--- config.mk ---
export PLATFORM = sky130hd
export DESIGN_NAME = transfer_controller_activation_regs
export DESIGN_NICKNAME = d
export VERILOG_FILES = /design/src/transfer_controller_pkg.sv /design/src/transfer_controller_activation_regs.sv
export SDC_FILE = /design/constraint.sdc
export NUM_CORES = 1
export LEC_CHECK = 0
export BUFFER_PORTS_ARGS = -buffer_cell sky130_fd_sc_hd__buf_2
export CAP_MARGIN = 20
export CORE_ASPECT_RATIO = 1.4
export CORE_MARGIN = 5
export CORE_UTILIZATION = 53
export CTS_BUF_LIST = sky130_fd_sc_hd__clkbuf_8
export DETAILED_ROUTE_END_ITERATION = 10
export PLACE_DENSITY = 0.93
export SYNTH_ARGS = -nofsm -noshare
export SYNTH_HDL_FRONTEND = slang
export SYNTH_SLANG_ARGS = --single-unit
--- constraint.sdc ---
create_clock -name clk_i -period 3.5 [get_ports clk_i]
set_input_delay 0.35 -clock clk_i [delete_from_list [all_inputs] [get_ports clk_i]]
set_output_delay 0.35 -clock clk_i [all_outputs]
set_load 0.1 [all_outputs]
--- src/transfer_controller_pkg.sv ---
/*
 Constants for the transfer controller activation and status block.
 Assumes a 32-bit classic Wishbone register bus with byte addressing.
*/
package transfer_controller_pkg;
   // Register byte offsets on the bus
   localparam logic [7:0] OFS_EN_A = 8'h00;
   localparam logic [7:0] OFS_EN_B = 8'h04;
   localparam logic [7:0] OFS_EN_C = 8'h08;
   localparam logic [7:0] OFS_EN_D = 8'h0C;
   localparam logic [7:0] OFS_EN_E = 8'h10;
   localparam logic [7:0] OFS_CSR = 8'h14;
   localparam logic [7:0] OFS_BASE = 8'h18;

   // Sizes of the enable array
   localparam int EN_REGS = 5;
   localparam int EN_BITS = 8;
   localparam int SRC_NUM = EN_REGS * EN_BITS;

   // Control/status field positions
   localparam int CSR_NMI_POS = 10;
   localparam int CSR_AE_POS = 9;
   localparam int CSR_SWEN_POS = 8;
   localparam int CSR_RSVD_LSB = 11;
   localparam int CSR_RSVD_MSB = 15;

   // Reset values
   localparam logic [7:0] EN_RST = 8'h00;
   localparam logic [15:0] CSR_RST = 16'h0000;

   // Software vector table origin and block length limits
   localparam logic [15:0] SOFT_VEC_ORIGIN = 16'h0400;
   localparam logic [15:0] BLK_LEN_WRAP_CODE = 16'h0000;
   localparam logic [16:0] BLK_LEN_WRAP_COUNT = 17'h1_0000;
   localparam int VEC_ENTRY_BYTES = 2;
endpackage

--- src/transfer_controller_activation_regs.sv ---
/*
 Activation enables, control/status and information base register of the
 transfer controller, reached over a classic Wishbone slave.
 Assumes: the transfer sequencer, interrupt sources and the NMI/address
 error events all run on clk_i; power-on reset is rst_i, standby entry
 and manual reset are same-clock levels from the system controller.
*/
`timescale 1ns/1ns
`default_nettype none
module transfer_controller_activation_regs (
   input wire logic clk_i,
   input wire logic rst_i,
   input wire logic standby_i,
   input wire logic manual_rst_i,
   // Wishbone slave
   input wire logic cyc_i,
   input wire logic stb_i,
   input wire logic we_i,
   input wire logic [7:0] adr_i,
   input wire logic [3:0] sel_i,
   input wire logic [31:0] dat_i,
   output logic [31:0] dat_o,
   output logic ack_o,
   // Interrupt sources and system events
   input wire logic [transfer_controller_pkg::SRC_NUM-1:0] src_req_i,
   input wire logic [transfer_controller_pkg::SRC_NUM-1:0] src_irq_passed_i,
   input wire logic nmi_i,
   input wire logic addr_err_i,
   // Sequencer status
   input wire logic busy_i,
   input wire logic nmi_continue_mode_i,
   input wire logic soft_req_i,
   input wire logic soft_done_i,
   input wire logic soft_transfer_done_irq_i,
   input wire logic [15:0] blk_len_word_i,
   // Towards the sequencer
   output logic [transfer_controller_pkg::SRC_NUM-1:0] start_o,
   output logic soft_start_o,
   output logic abort_o,
   output logic [15:0] soft_vec_addr_o,
   output logic [15:0] info_base_upper_o,
   output logic [16:0] block_count_o
);
   import transfer_controller_pkg::*;

   typedef struct packed {
      logic ack;
      logic [31:0] rdat;
      logic [EN_REGS-1:0][EN_BITS-1:0] en;
      logic [EN_REGS-1:0][EN_BITS-1:0] en_snap;
      logic [EN_REGS-1:0] en_snap_v;
      logic nmi_seen_flag;
      logic addr_error_flag;
      logic soft_start_enable;
      logic [7:0] soft_vector_field;
      logic [2:0] csr_snap;
      logic csr_snap_v;
      logic [15:0] base;
      logic [SRC_NUM-1:0] start;
      logic soft_start;
      logic abort;
      logic [15:0] soft_vaddr;
      logic [16:0] blk_cnt;
   } state_t;

   state_t s_q;
   state_t s_d;
   logic req;
   logic rd;
   logic wr;
   logic blocked;
   logic [SRC_NUM-1:0] en_flat;
   logic [15:0] csr_view;

   // New bus request: one answer per held request
   assign req = cyc_i & stb_i & ~s_q.ack;
   assign rd = req & ~we_i;
   assign wr = req & we_i;

   // Starts are refused while either flag stands or is being raised
   assign blocked = s_q.nmi_seen_flag | s_q.addr_error_flag | nmi_i | addr_err_i;

   // Flat view of the enables, register A bit 0 is source 0
   assign en_flat = s_q.en;

   // Control/status as software sees it
   assign csr_view = {5'b0_0000, s_q.nmi_seen_flag, s_q.addr_error_flag,
                      s_q.soft_start_enable, s_q.soft_vector_field};

   // Next-state logic for bus, registers and outputs
   always_comb begin
      logic [31:0] rsel;
      logic [7:0] wb0;
      logic [7:0] wb1;
      rsel = 32'h0000_0000;
      wb0 = dat_i[7:0];
      wb1 = dat_i[15:8];
      s_d = s_q;
      s_d.ack = req;

      // Read multiplexer; unmapped words answer zero
      unique case (adr_i)
         OFS_EN_A: rsel = {24'h00_0000, s_q.en[0]};
         OFS_EN_B: rsel = {24'h00_0000, s_q.en[1]};
         OFS_EN_C: rsel = {24'h00_0000, s_q.en[2]};
         OFS_EN_D: rsel = {24'h00_0000, s_q.en[3]};
         OFS_EN_E: rsel = {24'h00_0000, s_q.en[4]};
         OFS_CSR: rsel = {16'h0000, csr_view};
         OFS_BASE: rsel = {16'h0000, s_q.base};
         default: rsel = 32'h0000_0000;
      endcase
      if (rd) begin
         s_d.rdat = rsel;
      end

      // Hardware clear of a source whose interrupt went to the CPU
      for (int r = 0; r < EN_REGS; r++) begin
         s_d.en[r] = s_q.en[r] & ~src_irq_passed_i[r*EN_BITS +: EN_BITS];
      end

      // Enable registers: snapshot on read, change only the opposite bits
      for (int r = 0; r < EN_REGS; r++) begin
         if (adr_i == OFS_EN_A + 8'(4 * r)) begin
            if (rd) begin
               s_d.en_snap[r] = s_q.en[r];
               s_d.en_snap_v[r] = 1'b1;
            end
            if (wr && sel_i[0]) begin
               if (s_q.en_snap_v[r]) begin
                  for (int b = 0; b < EN_BITS; b++) begin
                     if (wb0[b] != s_q.en_snap[r][b]) begin
                        s_d.en[r][b] = wb0[b];
                     end
                  end
               end
               s_d.en_snap_v[r] = 1'b0;
            end
         end
      end

      // Status flags are raised by hardware events
      if (nmi_i) begin
         s_d.nmi_seen_flag = 1'b1;
      end
      if (addr_err_i) begin
         s_d.addr_error_flag = 1'b1;
      end

      // Soft enable dropped after a soft transfer without done interrupt
      if (soft_done_i && !soft_transfer_done_irq_i) begin
         s_d.soft_start_enable = 1'b0;
      end

      // Control/status write and read snapshot
      if (adr_i == OFS_CSR) begin
         if (rd) begin
            s_d.csr_snap = {s_q.nmi_seen_flag, s_q.addr_error_flag,
                            s_q.soft_start_enable};
            s_d.csr_snap_v = 1'b1;
         end
         if (wr) begin
            if (sel_i[1]) begin
               // Flags: zero after reading one clears; events still win
               if (s_q.csr_snap_v && s_q.csr_snap[2] && !wb1[CSR_NMI_POS-8]
                   && !nmi_i) begin
                  s_d.nmi_seen_flag = 1'b0;
               end
               if (s_q.csr_snap_v && s_q.csr_snap[1] && !wb1[CSR_AE_POS-8]
                   && !addr_err_i) begin
                  s_d.addr_error_flag = 1'b0;
               end
               // Soft enable: one always taken, zero only after reading one
               if (wb1[CSR_SWEN_POS-8]) begin
                  s_d.soft_start_enable = 1'b1;
               end else if (s_q.csr_snap_v && s_q.csr_snap[0]) begin
                  s_d.soft_start_enable = 1'b0;
               end
            end
            if (sel_i[0] && !s_q.soft_start_enable) begin
               s_d.soft_vector_field = wb0;
            end
            s_d.csr_snap_v = 1'b0;
         end
      end

      // Information base, per byte lane; byte writes are the user's risk
      if (wr && adr_i == OFS_BASE) begin
         if (sel_i[0]) begin
            s_d.base[7:0] = wb0;
         end
         if (sel_i[1]) begin
            s_d.base[15:8] = wb1;
         end
      end

      // Standby entry clears enables and control/status
      if (standby_i) begin
         for (int r = 0; r < EN_REGS; r++) begin
            s_d.en[r] = EN_RST;
         end
         {s_d.nmi_seen_flag, s_d.addr_error_flag, s_d.soft_start_enable,
          s_d.soft_vector_field} = CSR_RST[10:0];
         s_d.en_snap_v = '0;
         s_d.csr_snap_v = 1'b0;
      end

      // Activation requests towards the sequencer
      s_d.start = src_req_i & en_flat & {SRC_NUM{~blocked}};
      s_d.soft_start = soft_req_i & s_q.soft_start_enable & ~blocked;
      // An NMI stops a running transfer unless it runs in continue mode
      s_d.abort = nmi_i & busy_i & ~nmi_continue_mode_i;
      // Two-byte entry fetched from origin plus vector field
      s_d.soft_vaddr = SOFT_VEC_ORIGIN + {8'h00, s_q.soft_vector_field};
      // Block length word decoded to a count
      s_d.blk_cnt = (blk_len_word_i == BLK_LEN_WRAP_CODE) ? BLK_LEN_WRAP_COUNT
                    : {1'b0, blk_len_word_i};

      // Manual reset stops pulses but keeps the registers
      if (manual_rst_i) begin
         s_d.start = '0;
         s_d.soft_start = 1'b0;
         s_d.abort = 1'b0;
      end
   end

   // State register; the base register keeps its contents through reset
   always_ff @(posedge clk_i) begin
      if (rst_i) begin
         s_q <= '0;
         s_q.base <= s_q.base;
      end else begin
         s_q <= s_d;
      end
   end

   // Outputs straight from the state register
   assign ack_o = s_q.ack;
   assign dat_o = s_q.rdat;
   assign start_o = s_q.start;
   assign soft_start_o = s_q.soft_start;
   assign abort_o = s_q.abort;
   assign soft_vec_addr_o = s_q.soft_vaddr;
   assign info_base_upper_o = s_q.base;
   assign block_count_o = s_q.blk_cnt;

   // Helper: reset delayed by one cycle, so checks skip the release edge
   logic rst_q;
   always_ff @(posedge clk_i) begin
      rst_q <= rst_i;
   end

   // Helper: the read answered in this cycle was to control/status
   logic csr_rd_q;
   always_ff @(posedge clk_i) begin
      if (rst_i) begin
         csr_rd_q <= 1'b0;
      end else begin
         csr_rd_q <= rd && adr_i == OFS_CSR;
      end
   end
endmodule
`default_nettype wire

==> impl_metrics.ini <==
[run_status]
status = finished clean

[worst_setup_path]
end_kind = register
crit_path_start = ack_o
criticalPathCategory = reg2reg
worst_ep_required_time_ns = 3.92
crit_fanout = 8
r2r-start = ack_o
worstPathArrival_ns = 2.71
cp-start-kind = register

[detailed_routing]
wl_mm = 25.7
wl_per_cell_um = 18.5
drtPass1Iterations = 5
antenna_left = 0
drcViolationCount = 0
vias = 7483
vias_per_cell = 5.40
drtIter0Drc = 511

[die]
die_x_um = 121
dieHeight_um = 165
ios = 278
start_util_pct = 54.1
fp.dieArea_um2 = 20000
rows = 56
coreArea_um2 = 16900

[sta]
whs_ns = 0.0219
finClkSkew_ns = 0.0149
min_period_ns = 2.28
tightestPinTransition_ns = 0.897
setup_viol = 0
slew_headroom_pct = 39.4
fmax_ghz = 0.438
setup-tns-final_ns = 0
final_hold_viol_count = 0
rsz0062_at_grt = no
drv_slew = 0
finalCritPeriodShare_pct = 65.3

[yosys]
synth-seq-area-share_pct = 45.8
synth-xor-area-share_pct = 0
synth_fa_ha_area_share_pct = 0
synth_top_family_by_area = simple AND/OR/NAND/NOR gates
synthArstFlopShare_pct = 0
syn_avg_cell_area_um2 = 9.39
synth.area.mux_share_pct = 10.3
yosys.cell_types.count = 50
synth_simple_gate_area_share_pct = 21.2
synthFlopType = dfxtp_1
synth_compound_area_share_pct = 8.59
synth_cells = 973
ys_ff_latch = 201
synth_edf_count = 16
mappedNetlistArea_um2 = 9130
yosysWarnings = 0

[placement]
place_area_um2 = 9710
gp_congestion = 0.870
port_buffers = 236
hpwlAfterDp_mm = 18.6

[cells_and_area]
area_delta_synth_final_pct = 15.8
antenna_cells = 0
n_fill_cell = 1311
multiInputGateArea_um2 = 3770
regArea_um2 = 4180
drive_above_1_share_pct = 28.0
layout.nets = 1286
fin_area_um2 = 10600
utilization_pct = 62.6

[job]
drv_cap = 0

[clock_network]
clkSlewWorstSetupHoldPaths_ns = 0.06
cts_resized = 0
clockBufferDepth = 3
cts_tree = done
numCtsBuffers = 31
root_buffer = clkbuf_8
htreeDepth = 1
clk_latency_ns = 0.57
cts_sinks = 201

[grt]
grt_pass1_vias = 7655
overflow = 0
grt_max_degree = 53
track_usage_pct = 24.9
antenna_found_initial = 3
grt_first_pass_wirelength_mm = 39.4

[power_and_ir_drop]
p_leak_nw = 4.57
peakVddDrop_mv = 0.354
powerDensity_nw_per_um2 = 447

[worst_hold_path]
holdCritStartpoint = src_req_i[23]
hold_path.class = in2reg
==> where the power goes <==
group | leakage, nW | internal [W] | switching [W] | total, W
Combinational | 2.55 | 0.000116 | 0.000333 | 0.000448
Clock | 0.377 | 0.00107 | 0.000886 | 0.00195
Sequential | 1.64 | 0.00233 | 0.00000404 | 0.00233
==> layer usage <==
layer / GRT usage, % / share of wire [%]
met1: 26.6 / 35
met2: 45.1 / 51
met3: 5.49 / 8.9
met4: 13.8 / 5.3
met5: 0 / 0.13
==> what timing repair did <==
| item | CTS | global route |
|---|---|---|
| endpoints found under the hold margin | 23 | 0 |
| setup buffers | 0 | 0 |
| hold buffers | 24 | 0 |
==> path summary, 6_finish.rpt <==
path,to,slack (ns),cells past startpoint
hold reg to reg,dat_o[0],0.47,2
setup reg to reg,en_flat[4],1.22,4
setup / recovery,en_flat[4],1.22,4
hold / removal,start_o[23],0.02,2
==> metrics by stage <==
stage                     power [W]  cells  setup WS (ns)
after detailed placement    0.00280   1307          0.835
after global routing        0.00490   1387           1.10
final                       0.00473   1387           1.22
after floorplan             0.00271    995          0.887
after global placement      0.00280   1307          0.896
after CTS                   0.00476   1387           1.25
==> synthesized netlist by cell type, types with 8 or more instances <==
cell type | number | area (um^2)
or3b_2 | 9 | 78.8
inv_1 | 45 | 169
mux2i_1 | 83 | 831
a22oi_1 | 8 | 60.1
nand3_1 | 10 | 50.1
o21ai_0 | 48 | 240
and3_1 | 46 | 288
nor4_1 | 10 | 62.6
a31oi_1 | 8 | 50.1
clkbuf_1 | 40 | 150
buf_4 | 121 | 908
edfxtp_1 | 16 | 480
nand2_1 | 43 | 161
nand3b_1 | 9 | 67.6
nor2_1 | 67 | 251
a21oi_1 | 56 | 280
nor2b_1 | 93 | 582
dfxtp_1 | 185 | 3700
==> cell families after synthesis <==
kind of cell | after synthesis
and+or+nand+nor | 328
buffers and inverters | 216
DFF | 201
AOI/OAI and AO/OA | 139
muxes | 88
other | 1
==> layout make-up <==
type	instances	share of cell area (%)
clock buffer	39	5.07
clock inverter	17	0.875
inverter	45	1.60
multi-input combinational	578	35.7
sequential	201	39.6
tap	232	2.74
timing repair buffer	275	14.5
==> registers in the layout, indices dropped and copies added, names as in the netlist <==
| signal | cells |
|---|---|
| start_o | 40 |
| s_q | 49 |
| soft_start_o | 1 |
| block_count_o | 17 |
| soft_vec_addr_o | 9 |
| ack_o | 1 |
| csr_view | 11 |
| dat_o | 16 |
| abort_o | 1 |
| en_flat | 40 |
| info_base_upper_o | 16 |
==> critical path, cell delays in order (launching register included) <==
cell      delay [ns]
dfxtp_1         0.34
nand3b_1        0.52
nor4_4          0.92
mux2i_1         0.28
a21oi_1         0.09
==> cells in the final DEF (no fill, tap or decap), types with 4 or more instances in the layout <==
cell type	n
nand3b_1	9
or3b_2	9
inv_1	59
dlygate4sd3_1	24
buf_2	236
clkbuf_8	39
mux2i_1	83
o211ai_1	5
nand3_1	10
mux4_2	5
dfxtp_1	185
nand4_1	5
nor4_4	5
o21ai_0	48
conb_1	23
or3_1	4
buf_4	15
a22oi_1	8
nand2_1	43
nor4_2	4
a31oi_1	8
edfxtp_1	16
and3_1	46
nor2_1	67
nor3_1	4
nor2b_1	93
a21oi_1	56
nor4_1	7
(Power assumes the default switching activity.)
